$ cat src/rtl/dtc_pkg.sv
// Shared constants for the dual timer/counter with external interrupt flags
package dtc_pkg;

    // Special function register addresses
    localparam logic [7:0] ADDR_CTRL = 8'h88;
    localparam logic [7:0] ADDR_MODE = 8'h89;
    localparam logic [7:0] ADDR_T0_LOW = 8'h8A;
    localparam logic [7:0] ADDR_T1_LOW = 8'h8B;
    localparam logic [7:0] ADDR_T0_HIGH = 8'h8C;
    localparam logic [7:0] ADDR_T1_HIGH = 8'h8D;

    // Reset values
    localparam logic [7:0] RST_BYTE = 8'h00;
    localparam logic [3:0] RST_PINS = 4'hF;

    // Control register bit positions
    localparam int BIT_T1_OVF = 7;
    localparam int BIT_T1_RUN = 6;
    localparam int BIT_T0_OVF = 5;
    localparam int BIT_T0_RUN = 4;
    localparam int BIT_X1_FLAG = 3;
    localparam int BIT_X1_EDGE = 2;
    localparam int BIT_X0_FLAG = 1;
    localparam int BIT_X0_EDGE = 0;

    // Mode register bit positions
    localparam int BIT_T1_GATE = 7;
    localparam int BIT_T1_CNT = 6;
    localparam int BIT_T1_MODE = 4;
    localparam int BIT_T0_GATE = 3;
    localparam int BIT_T0_CNT = 2;
    localparam int BIT_T0_MODE = 0;

    // Mode field encodings
    localparam logic [1:0] MODE_PRESCALE = 2'h0;
    localparam logic [1:0] MODE_CASCADE = 2'h1;
    localparam logic [1:0] MODE_RELOAD = 2'h2;
    localparam logic [1:0] MODE_SPLIT = 2'h3;

    // Synchronised pin indices
    localparam int PIN_COUNT = 4;
    localparam int PIN_T0 = 0;
    localparam int PIN_T1 = 1;
    localparam int PIN_X0 = 2;
    localparam int PIN_X1 = 3;

    // Core clocks per machine cycle, and last count of the divider
    localparam logic [3:0] MC_DIV = 4'hC;
    localparam logic [3:0] MC_LAST = MC_DIV - 4'h1;

    // Prescaler width in the 13-bit mode
    localparam int PRE_BITS = 5;

endpackage

$ cat src/rtl/dtc_pin_sync.sv
`timescale 1ns/1ps
`default_nettype none
// Three-stage synchroniser with agreement filter and falling-edge pulse
module dtc_pin_sync (
    // Clock and reset
    input wire logic mclk_i,
    input wire logic rst_i,
    // Raw pins
    input wire logic [dtc_pkg::PIN_COUNT-1:0] pin_i,
    // Filtered level and falling-edge pulse
    output logic [dtc_pkg::PIN_COUNT-1:0] level_o,
    output logic [dtc_pkg::PIN_COUNT-1:0] fall_o
);

    // Whole state of the synchroniser
    typedef struct packed {
        logic [dtc_pkg::PIN_COUNT-1:0] s1;
        logic [dtc_pkg::PIN_COUNT-1:0] s2;
        logic [dtc_pkg::PIN_COUNT-1:0] s3;
        logic [dtc_pkg::PIN_COUNT-1:0] lvl;
        logic [dtc_pkg::PIN_COUNT-1:0] fall;
    } dtc_sync_state_t;

    dtc_sync_state_t q; // Current state
    dtc_sync_state_t d; // Next state

    // Stage shift; level changes only when stages two and three agree
    always_comb
    begin
        d = q;
        d.s1 = pin_i;
        d.s2 = q.s1;
        d.s3 = q.s2;
        d.lvl = (q.s2 & q.s3) | (q.lvl & (q.s2 | q.s3));
        d.fall = q.lvl & ~d.lvl;
    end

    // State register
    always_ff @(posedge mclk_i)
    begin
        if (rst_i)
        begin
            q <= '{s1: dtc_pkg::RST_PINS, s2: dtc_pkg::RST_PINS, s3: dtc_pkg::RST_PINS,
                   lvl: dtc_pkg::RST_PINS, fall: '0};
        end
        else
        begin
            q <= d;
        end
    end

    assign level_o = q.lvl;
    assign fall_o = q.fall;

endmodule
`default_nettype wire

$ cat src/rtl/dtc_mc_tick.sv
`timescale 1ns/1ps
`default_nettype none
// Machine-cycle tick: one pulse every MC_DIV core clocks
module dtc_mc_tick (
    // Clock and reset
    input wire logic mclk_i,
    input wire logic rst_i,
    // Tick pulse
    output logic tick_o
);

    // Whole state of the divider
    typedef struct packed {
        logic [3:0] cnt;
        logic tick;
    } dtc_tick_state_t;

    dtc_tick_state_t q; // Current state
    dtc_tick_state_t d; // Next state

    // Wrap counter and tick on last count
    always_comb
    begin
        d = q;
        d.tick = (q.cnt == dtc_pkg::MC_LAST);
        d.cnt = d.tick ? 4'h0 : q.cnt + 4'h1;
    end

    // State register
    always_ff @(posedge mclk_i)
    begin
        if (rst_i)
        begin
            q <= '{cnt: 4'h0, tick: 1'b0};
        end
        else
        begin
            q <= d;
        end
    end

    assign tick_o = q.tick;

endmodule
`default_nettype wire

$ cat src/rtl/dtc_timer.sv
`timescale 1ns/1ps
`default_nettype none
// Operation
// RULE_01 - Two byte registers per timer, split or joined
// RULE_02 - Overflow sets flag; vector acknowledge clears it
// RULE_03 - Run bit written by software starts/stops
// RULE_04 - External flag set by falling edge or level
// RULE_05 - Edge flag cleared on vector; level follows pin
// RULE_06 - Trigger type bit: one edge, zero level
// RULE_07 - External interrupt bits never affect timers
// RULE_08 - Mode 0: 13-bit count, five-bit prescaler
// RULE_09 - Rollover to zero sets overflow flag
// RULE_10 - Count while run and (not gated or pin high)
// RULE_11 - Setting run does not clear counts
// RULE_12 - Mode 1: full 16-bit cascade
// RULE_13 - Mode 2: low byte reloads from high
// RULE_14 - Second timer in mode 3 holds count
// RULE_15 - First timer mode 3 splits into two
// RULE_16 - Split: second timer runs by mode, no flag
// RULE_17 - Both timers share mode behaviour
// RULE_18 - Two-bit mode field selects operation
// RULE_19 - Counter select and gating bit per timer
// RULE_20 - Timer counts machine cycles, counter pin falls
// RULE_21 - Software count writes beat hardware updates
module dtc_timer (
    // Clock and reset
    input wire logic mclk_i,
    input wire logic rst_i,
    // Special function register port
    input wire logic [7:0] sfr_addr_i,
    input wire logic sfr_wr_i,
    input wire logic [7:0] sfr_wdata_i,
    output logic [7:0] sfr_rdata_o,
    // Vector acknowledges from the interrupt controller
    input wire logic timer0_irq_ack_i,
    input wire logic timer1_irq_ack_i,
    input wire logic ext_irq0_ack_i,
    input wire logic ext_irq1_ack_i,
    // External pins
    input wire logic timer0_count_pin_i,
    input wire logic timer1_count_pin_i,
    input wire logic ext_irq0_pin_n_i,
    input wire logic ext_irq1_pin_n_i,
    // Interrupt request flags
    output logic timer0_overflow_flag_o,
    output logic timer1_overflow_flag_o,
    output logic ext_irq0_flag_o,
    output logic ext_irq1_flag_o,
    // Second timer overflow pulse for baud generation
    output logic timer1_baud_tick_o
);

    // Whole state of the block
    typedef struct packed {
        // Count bytes of both timers
        logic [7:0] t0_low;
        logic [7:0] t0_high;
        logic [7:0] t1_low;
        logic [7:0] t1_high;
        // Configuration and control
        logic [7:0] mode_cfg;
        logic [7:0] ctrl;
        // Registered outputs
        logic [7:0] rdata;
        logic baud;
    } dtc_state_t;

    dtc_state_t q; // Current state
    dtc_state_t d; // Next state

    // Outputs of the two helper modules
    logic mc_tick; // Machine-cycle pulse
    logic [dtc_pkg::PIN_COUNT-1:0] pin_lvl; // Filtered pin levels
    logic [dtc_pkg::PIN_COUNT-1:0] pin_fall; // Filtered falling edges

    // Timer working signals
    logic [1:0] mode0; // First timer mode
    logic [1:0] mode1; // Second timer mode
    logic split; // First timer split into two bytes
    logic ev0; // First timer count event
    logic ev1; // Second timer count event
    logic en0; // First timer advances
    logic en1; // Second timer advances
    logic run1; // Second timer run condition
    logic en_hi; // Split high byte advances
    logic [16:0] step0; // First timer stepped value
    logic [16:0] step1; // Second timer stepped value
    logic [8:0] hi_sum; // Split high byte sum
    logic set_tf0; // First overflow event
    logic set_tf1; // Second overflow flag event
    // Working byte for the control register
    logic [7:0] ctrl_base; // Control byte after software write

    // Machine-cycle divider
    // Ticks once every twelve core clocks
    dtc_mc_tick u_tick (
        .mclk_i(mclk_i),
        .rst_i(rst_i),
        .tick_o(mc_tick)
    );

    // Pin synchronisers
    // Pins pass three flip-flops before any use
    // Packed order: line one, line zero, count pins
    dtc_pin_sync u_sync (
        .mclk_i(mclk_i),
        .rst_i(rst_i),
        .pin_i({ext_irq1_pin_n_i, ext_irq0_pin_n_i, timer1_count_pin_i, timer0_count_pin_i}),
        .level_o(pin_lvl),
        .fall_o(pin_fall)
    );

    // One increment of a timer pair in a given mode; returns {overflow, high, low}
    // Used for both timers so the modes stay identical
    function automatic logic [16:0] dtc_step(
        input logic [1:0] mode,
        input logic [7:0] lo,
        input logic [7:0] hi
    );
        // Prescaler with carry-out bit
        logic [5:0] pre;
        // Low byte with carry-out bit
        logic [8:0] sum_lo;
        // High byte with carry-out bit
        logic [8:0] sum_hi;
        // Packed result: overflow, high, low
        logic [16:0] res;

        // Clear locals so every path assigns them
        pre = '0;
        sum_lo = '0;
        sum_hi = '0;
        res = '0;

        // Behaviour per two-bit mode field
        case (mode) // RULE_18
            dtc_pkg::MODE_PRESCALE:
            begin
                // Five-bit prescaler carries into high byte
                pre = {1'b0, lo[dtc_pkg::PRE_BITS-1:0]} + 6'h01; // RULE_08
                sum_hi = {1'b0, hi} + {8'h00, pre[dtc_pkg::PRE_BITS]};
                res = {sum_hi, lo[7:dtc_pkg::PRE_BITS], pre[dtc_pkg::PRE_BITS-1:0]};
            end

            dtc_pkg::MODE_CASCADE:
            begin
                // Full 16-bit cascade
                sum_lo = {1'b0, lo} + 9'h001; // RULE_12
                sum_hi = {1'b0, hi} + {8'h00, sum_lo[8]};
                res = {sum_hi, sum_lo[7:0]};
            end

            dtc_pkg::MODE_RELOAD:
            begin
                // Low byte reloads from high byte on overflow
                sum_lo = {1'b0, lo} + 9'h001;
                res = {sum_lo[8], hi, sum_lo[8] ? hi : sum_lo[7:0]}; // RULE_13
            end

            default:
            begin
                // Split mode: low byte only, high untouched
                sum_lo = {1'b0, lo} + 9'h001;
                res = {sum_lo[8], hi, sum_lo[7:0]};
            end
        endcase

        // Caller picks which parts to keep
        return res;
    endfunction

    // Timer enables and stepping
    always_comb
    begin
        // Mode fields of both timers
        mode0 = q.mode_cfg[dtc_pkg::BIT_T0_MODE +: 2];
        mode1 = q.mode_cfg[dtc_pkg::BIT_T1_MODE +: 2];
        // First timer in mode 3 splits into two bytes
        split = (mode0 == dtc_pkg::MODE_SPLIT);

        // Event source: machine cycle or counter-pin fall
        ev0 = q.mode_cfg[dtc_pkg::BIT_T0_CNT] ? pin_fall[dtc_pkg::PIN_T0] : mc_tick; // RULE_19
        ev1 = q.mode_cfg[dtc_pkg::BIT_T1_CNT] ? pin_fall[dtc_pkg::PIN_T1] : mc_tick; // RULE_20

        // Run and gating qualify the event; interrupt flag bits play no part
        en0 = q.ctrl[dtc_pkg::BIT_T0_RUN] & ev0 // RULE_10
            & (~q.mode_cfg[dtc_pkg::BIT_T0_GATE] | pin_lvl[dtc_pkg::PIN_X0]); // RULE_07

        // In split mode the run bit belongs to the first timer's high byte
        run1 = split ? 1'b1 : q.ctrl[dtc_pkg::BIT_T1_RUN]; // RULE_16
        en1 = run1 & ev1 & (mode1 != dtc_pkg::MODE_SPLIT) // RULE_14
            & (~q.mode_cfg[dtc_pkg::BIT_T1_GATE] | pin_lvl[dtc_pkg::PIN_X1]);

        // Split high byte counts machine cycles under the second run bit
        en_hi = split & q.ctrl[dtc_pkg::BIT_T1_RUN] & mc_tick; // RULE_15

        // Both pairs share one stepping function
        step0 = dtc_step(mode0, q.t0_low, q.t0_high); // RULE_17
        step1 = dtc_step(mode1, q.t1_low, q.t1_high);

        // Split high byte has its own adder
        hi_sum = {1'b0, q.t0_high} + 9'h001;

        // Overflow events; second flag from high byte when split
        set_tf0 = en0 & step0[16]; // RULE_09
        set_tf1 = split ? (en_hi & hi_sum[8]) : (en1 & step1[16]);
    end

    // Next-state logic for counts, control and read data
    always_comb
    begin
        d = q;

        // Hardware counting leaves counts alone unless enabled
        if (en0) // RULE_11
        begin
            d.t0_low = step0[7:0]; // RULE_01
            d.t0_high = step0[15:8];
        end

        // Split high byte advance overrides the stepped value
        if (en_hi)
        begin
            d.t0_high = hi_sum[7:0];
        end

        // Second timer pair
        if (en1)
        begin
            d.t1_low = step1[7:0];
            d.t1_high = step1[15:8];
        end

        // Baud pulse on each second-timer wrap, split or not
        d.baud = en1 & step1[16];

        // Software writes to count registers win
        if (sfr_wr_i)
        begin
            unique case (sfr_addr_i)
                dtc_pkg::ADDR_T0_LOW: d.t0_low = sfr_wdata_i; // RULE_21
                dtc_pkg::ADDR_T0_HIGH: d.t0_high = sfr_wdata_i;
                dtc_pkg::ADDR_T1_LOW: d.t1_low = sfr_wdata_i;
                dtc_pkg::ADDR_T1_HIGH: d.t1_high = sfr_wdata_i;
                dtc_pkg::ADDR_MODE: d.mode_cfg = sfr_wdata_i;
                default:
                begin
                    // Control byte handled below; others ignored
                end
            endcase
        end

        // Control byte: software write, then acknowledge clears, then sets
        ctrl_base = (sfr_wr_i && sfr_addr_i == dtc_pkg::ADDR_CTRL) ? sfr_wdata_i : q.ctrl; // RULE_03
        // Vector acknowledges clear the overflow flags
        if (timer0_irq_ack_i)
        begin
            ctrl_base[dtc_pkg::BIT_T0_OVF] = 1'b0; // RULE_02
        end
        if (timer1_irq_ack_i)
        begin
            ctrl_base[dtc_pkg::BIT_T1_OVF] = 1'b0;
        end

        // Acknowledge clears external flags only in edge mode
        if (ext_irq0_ack_i && q.ctrl[dtc_pkg::BIT_X0_EDGE])
        begin
            ctrl_base[dtc_pkg::BIT_X0_FLAG] = 1'b0; // RULE_05
        end
        if (ext_irq1_ack_i && q.ctrl[dtc_pkg::BIT_X1_EDGE])
        begin
            ctrl_base[dtc_pkg::BIT_X1_FLAG] = 1'b0;
        end

        // Hardware sets win over any clear in the same cycle
        ctrl_base[dtc_pkg::BIT_T0_OVF] = ctrl_base[dtc_pkg::BIT_T0_OVF] | set_tf0;
        ctrl_base[dtc_pkg::BIT_T1_OVF] = ctrl_base[dtc_pkg::BIT_T1_OVF] | set_tf1;

        // External flags: edge mode latches falls, level mode tracks pin
        if (q.ctrl[dtc_pkg::BIT_X0_EDGE]) // RULE_06
        begin
            ctrl_base[dtc_pkg::BIT_X0_FLAG] = ctrl_base[dtc_pkg::BIT_X0_FLAG]
                | pin_fall[dtc_pkg::PIN_X0]; // RULE_04
        end
        else
        begin
            ctrl_base[dtc_pkg::BIT_X0_FLAG] = ~pin_lvl[dtc_pkg::PIN_X0]; // RULE_05
        end

        // Same handling for line one
        if (q.ctrl[dtc_pkg::BIT_X1_EDGE])
        begin
            ctrl_base[dtc_pkg::BIT_X1_FLAG] = ctrl_base[dtc_pkg::BIT_X1_FLAG]
                | pin_fall[dtc_pkg::PIN_X1]; // RULE_04
        end
        else
        begin
            ctrl_base[dtc_pkg::BIT_X1_FLAG] = ~pin_lvl[dtc_pkg::PIN_X1];
        end

        d.ctrl = ctrl_base;

        // Registered read data, unmapped addresses read zero
        unique case (sfr_addr_i)
            dtc_pkg::ADDR_CTRL: d.rdata = q.ctrl;
            dtc_pkg::ADDR_MODE: d.rdata = q.mode_cfg;
            dtc_pkg::ADDR_T0_LOW: d.rdata = q.t0_low;
            dtc_pkg::ADDR_T0_HIGH: d.rdata = q.t0_high;
            dtc_pkg::ADDR_T1_LOW: d.rdata = q.t1_low;
            dtc_pkg::ADDR_T1_HIGH: d.rdata = q.t1_high;
            default: d.rdata = dtc_pkg::RST_BYTE;
        endcase
    end

    // State register
    always_ff @(posedge mclk_i)
    begin
        if (rst_i)
        begin
            // Counts, configuration and flags all zero
            q <= '{t0_low: dtc_pkg::RST_BYTE, t0_high: dtc_pkg::RST_BYTE,
                   t1_low: dtc_pkg::RST_BYTE, t1_high: dtc_pkg::RST_BYTE,
                   mode_cfg: dtc_pkg::RST_BYTE, ctrl: dtc_pkg::RST_BYTE,
                   rdata: dtc_pkg::RST_BYTE, baud: 1'b0};
        end
        else
        begin
            // Normal operation takes the next state
            q <= d;
        end
    end

    // Outputs from registers
    // Read data and baud pulse come straight from flip-flops
    assign sfr_rdata_o = q.rdata;
    // Flag outputs mirror the control byte bits
    assign timer0_overflow_flag_o = q.ctrl[dtc_pkg::BIT_T0_OVF];
    assign timer1_overflow_flag_o = q.ctrl[dtc_pkg::BIT_T1_OVF];
    assign ext_irq0_flag_o = q.ctrl[dtc_pkg::BIT_X0_FLAG];
    assign ext_irq1_flag_o = q.ctrl[dtc_pkg::BIT_X1_FLAG];
    assign timer1_baud_tick_o = q.baud;

endmodule
`default_nettype wire

$ cat config.mk
export PLATFORM = sky130hd
export DESIGN_NAME = dtc_timer
export DESIGN_NICKNAME = d
export VERILOG_FILES = /design/src/rtl/dtc_pkg.sv /design/src/rtl/dtc_pin_sync.sv /design/src/rtl/dtc_mc_tick.sv /design/src/rtl/dtc_timer.sv
export SDC_FILE = /design/constraint.sdc
export NUM_CORES = 1
export LEC_CHECK = 0
export BUFFER_PORTS_ARGS = -buffer_cell sky130_fd_sc_hd__buf_2
export CAP_MARGIN = 40
export CELL_PAD_IN_SITES_DETAIL_PLACEMENT = 0
export CELL_PAD_IN_SITES_GLOBAL_PLACEMENT = 1
export CORE_MARGIN = 1.5
export CORE_UTILIZATION = 45
export DETAILED_ROUTE_END_ITERATION = 7
export PLACE_DENSITY_LB_ADDON = 0.25
export SKIP_LAST_GASP = 1
export SLEW_MARGIN = 0
export SYNTH_ARGS = -nofsm -noshare
export SYNTH_HDL_FRONTEND = slang
export SYNTH_SLANG_ARGS = --single-unit
$ cat constraint.sdc
create_clock -name mclk_i -period 3.5 [get_ports mclk_i]
set_clock_uncertainty 0.15 [all_clocks]
set_input_delay 0.35 -clock mclk_i [delete_from_list [all_inputs] [get_ports mclk_i]]
set_output_delay 0.35 -clock mclk_i [all_outputs]
set_load 0.01 [all_outputs]
==> out/results.md <==
* synthesized area: 4370 um^2
* RSZ-0062 raised after global routing: no
* CP Max Fanout: 7
* number of clock sinks: 82
* number of unique standard cell types used by synthesis: 61
* Post-Synthesis Net Count: 539
* H-tree Lvls: 3
* largest net degree at the start of global routing: 57
* setup slack after layout: 0.531 ns
* kind of start point of the critical path: flip-flop
* maximum vdd ir drop: 0.000337 V
* post-CTS repair timing setup buffer count: 0
* buffer depth of the longest clock path: 2
* number of maximum-capacitance constraint violations: 0
* vias per inst: 6.02
* total number of nets in the final design: 556
* clock slew seen by the registers of the worst setup and hold paths: 0.09 ns
* time the final worst path needs with I/O delays and setup: 2.97 ns
* number of cells on the worst reg-to-reg path: 10
* cell count of the worst hold path: 2
* Core Area: 9330 um^2
* grt total ovfl: 0
* Top FF cell, synth: dfxtp_1
* area of the die: 10300 um^2
* total setup violations reported at the end of the flow: 0
* cts bufs inserted: 9
* hold path startpoint: timer1_count_pin_i
* power density relative to cell area: 401 nW/um^2
* transition time of the tightest slew-check pin: 0.561 ns
* Setup TNS Final: 0 ns
* final antenna-violating net count: 0
* clock latency on the worst-skew pair: 0.36 ns
* WL met2: 5.72 mm
* reg-to-reg slack, setup: 0.53 ns
* clock tree root driver cell: clkbuf_8
* Async SR Flop Fraction: 0%
* length of routed wiring on met1: 5.65 mm
* hold worst-path end: u_sync.d[13]$_SDFF_PP1_
* Top Layer Used: met4
* height of the die: 102 um
* Starting Density: 46.8%
* number of resized instances in the post-cts repair step: 0
* Cell Rows: 35
* beginning of the worst register-to-register path: q[49]$_SDFF_PP0_
* count of buffers inserted at the top-level ports: 39
* drt drc: 0
* post-detailed-placement half-perimeter wirelength: 8.82 mm
* Wirelength per Cell: 19.0 um
* antenna diode count: 0
* worst min path class: input port to flip-flop
* routability-driven placement congestion ratio: 0.929
* Leak: 1.79 nW
* 1st-pass router iterations: 5
* sequential fraction of the synthesis area: 37.6%
* number of synthesized flops with an enable pin: 0
* initial antenna violation count: 0
* vias in the first global route: 3683
* flip-flop and latch count after synthesis: 82
* number of vias in the routed layout: 3942
* Rel. slew slack: 62.4%
* sum of routed wire length over all layers: 12.5 mm
* global-route wire length before repair: 20.0 mm
* status: finished clean
* yosys synthesis warning count: 0
* post-route clock period utilization: 84.8%
* Final Hold Vio Count: 0
* total global routing track utilization: 25.9%
* Crit. End Element: flip-flop
* max-slew violations: 0
* count of hold-fix buffers inserted at cts: 0
* detailed router's first-iteration violation count: 289
* post-placement setup slack: 0.593 ns
* cell count after synthesis: 504
* count of boundary I/O pins: 40
* Chip Width: 102 um
* fraction of final layout cells with drive strength greater than 1: 16.7%
* required time at the worst-slack endpoint: 3.62 ns
* reg2reg end: q[44]$_SDFF_PP0_
* path type of the worst setup path: flip-flop to flip-flop
* worst hold-check slack: 0.0251 ns
* per-instance average area after synthesis: 8.66 um^2
* maximum clock frequency: 0.337 GHz
* CTS tree: built
* WP data arrival: 3.09 ns
* post-synthesis to final-layout area growth: 11.4%
* Routed met3 length: 890 um
[how the worst max path moves through the flow]
stage / startpoint / end / slack [ns] / cells past startpoint
CTS: q[49]$_SDFF_PP0_ / q[44]$_SDFF_PP0_ / 0.54 / 10
global placement: q[49]$_SDFF_PP0_ / q[44]$_SDFF_PP0_ / 0.69 / 10
detailed placement: q[49]$_SDFF_PP0_ / q[44]$_SDFF_PP0_ / 0.59 / 10
global route: q[49]$_SDFF_PP0_ / q[44]$_SDFF_PP0_ / 0.21 / 10
floorplan: q[49]$_SDFF_PP0_ / q[44]$_SDFF_PP0_ / 0.91 / 10
finish: q[49]$_SDFF_PP0_ / q[44]$_SDFF_PP0_ / 0.53 / 10
[sequential cells by signal, summed over array words and instances (netlist names)]
register                count
timer1_baud_tick_o          1
u_sync.d                    8
sfr_rdata_o                 8
u_tick.tick_o               1
u_tick.q                    4
u_sync.fall_o               4
ext_irq1_flag_o             1
ext_irq0_flag_o             1
timer1_overflow_flag_o      1
mode0                       2
u_sync.level_o              4
mode1                       2
timer0_overflow_flag_o      1
u_sync.q                    4
q                          40
[placed cells by master (no fill, tap or decap), types with 12 or more instances in the layout]
cell | netlist | layout
a21oi_1 | 28 | 28
mux2i_1 | 20 | 20
or2_2 | 14 | 14
nand4_1 | 12 | 12
nand3_1 | 20 | 20
o21ai_0 | 21 | 21
a211oi_1 | 17 | 17
nor2_1 | 53 | 53
dfxtp_1 | 82 | 82
buf_2 | 7 | 39
nand2_1 | 41 | 41
inv_1 | 12 | 12
[report_power, final]
group / internal (W) / switching (W) / leakage [nW]
combinational: 0.0000289 / 0.0000549 / 0.996
clock: 0.000551 / 0.000366 / 0.131
sequential: 0.000942 / 0.00000656 / 0.664
total: 0.00152 / 0.000427 / 1.79
[cells by family after synthesis]
| logic type | Yosys count | share of synthesized area [%] |
|---|---|---|
| compound gates | 118 | 18.5 |
| xor+xnor | 14 | 2.81 |
| fa+ha+maj | 8 | 2.29 |
| buf+inv | 52 | 5.53 |
| flops | 82 | 37.6 |
| mux | 29 | 8.97 |
| simple gates | 201 | 24.3 |
[area by class of cell]
class	count	area, um^2
Multi-Input combinational cell	370	2490
Sequential cell	82	1640
Clock inverter	6	138
Tap cell	129	161
Inverter	12	45.0
Clock buffer	10	128
Fill cell	899	4460
Timing Repair Buffer	46	260
[synthesized netlist by cell type (9+ instances only)]
library cell	n	share of area (%)
dfxtp_1	82	38
clkbuf_1	21	1.8
nor3_1	9	1.0
o21ai_0	21	2.4
a211oi_1	17	2.9
inv_1	12	1.0
or2_2	14	2.0
nand4_1	12	1.7
and4_1	9	1.8
nor2_1	53	4.6
a21oi_1	28	3.2
nand3_1	20	2.3
nand2_1	41	3.5
xnor2_1	11	2.2
mux2i_1	20	4.6
[layer usage]
layer  GRT usage, %  vias to the layer above
li1               -                     1890
met1           34.8                     1877
met2           42.3                      159
met3           4.49                       16
met4           8.44                        0
met5              0                        -
[stage by stage]
stage	cells	util [%]	instance area, um^2	power, W
CTS	655	52.1	4860	0.00197
finish	655	52.1	4860	0.00195
detailed placement	639	49.3	4600	0.00105
global route	655	52.1	4860	0.00201
global placement	639	49.3	4600	0.00105
floorplan	504	-	4370	0.00101
[worst max-delay path, cell delays in order, from the launching register on]
cell and delay [ns]:
dfxtp_1 0.45, ha_1 0.26, nand3_1 0.13, or3_1 0.40
o21ai_0 0.25, ha_1 0.18, and3b_1 0.18, nand4_1 0.25
a21boi_0 0.29, xnor2_1 0.09, a211oi_1 0.24
Note: power is estimated with default switching activity, not from simulation.
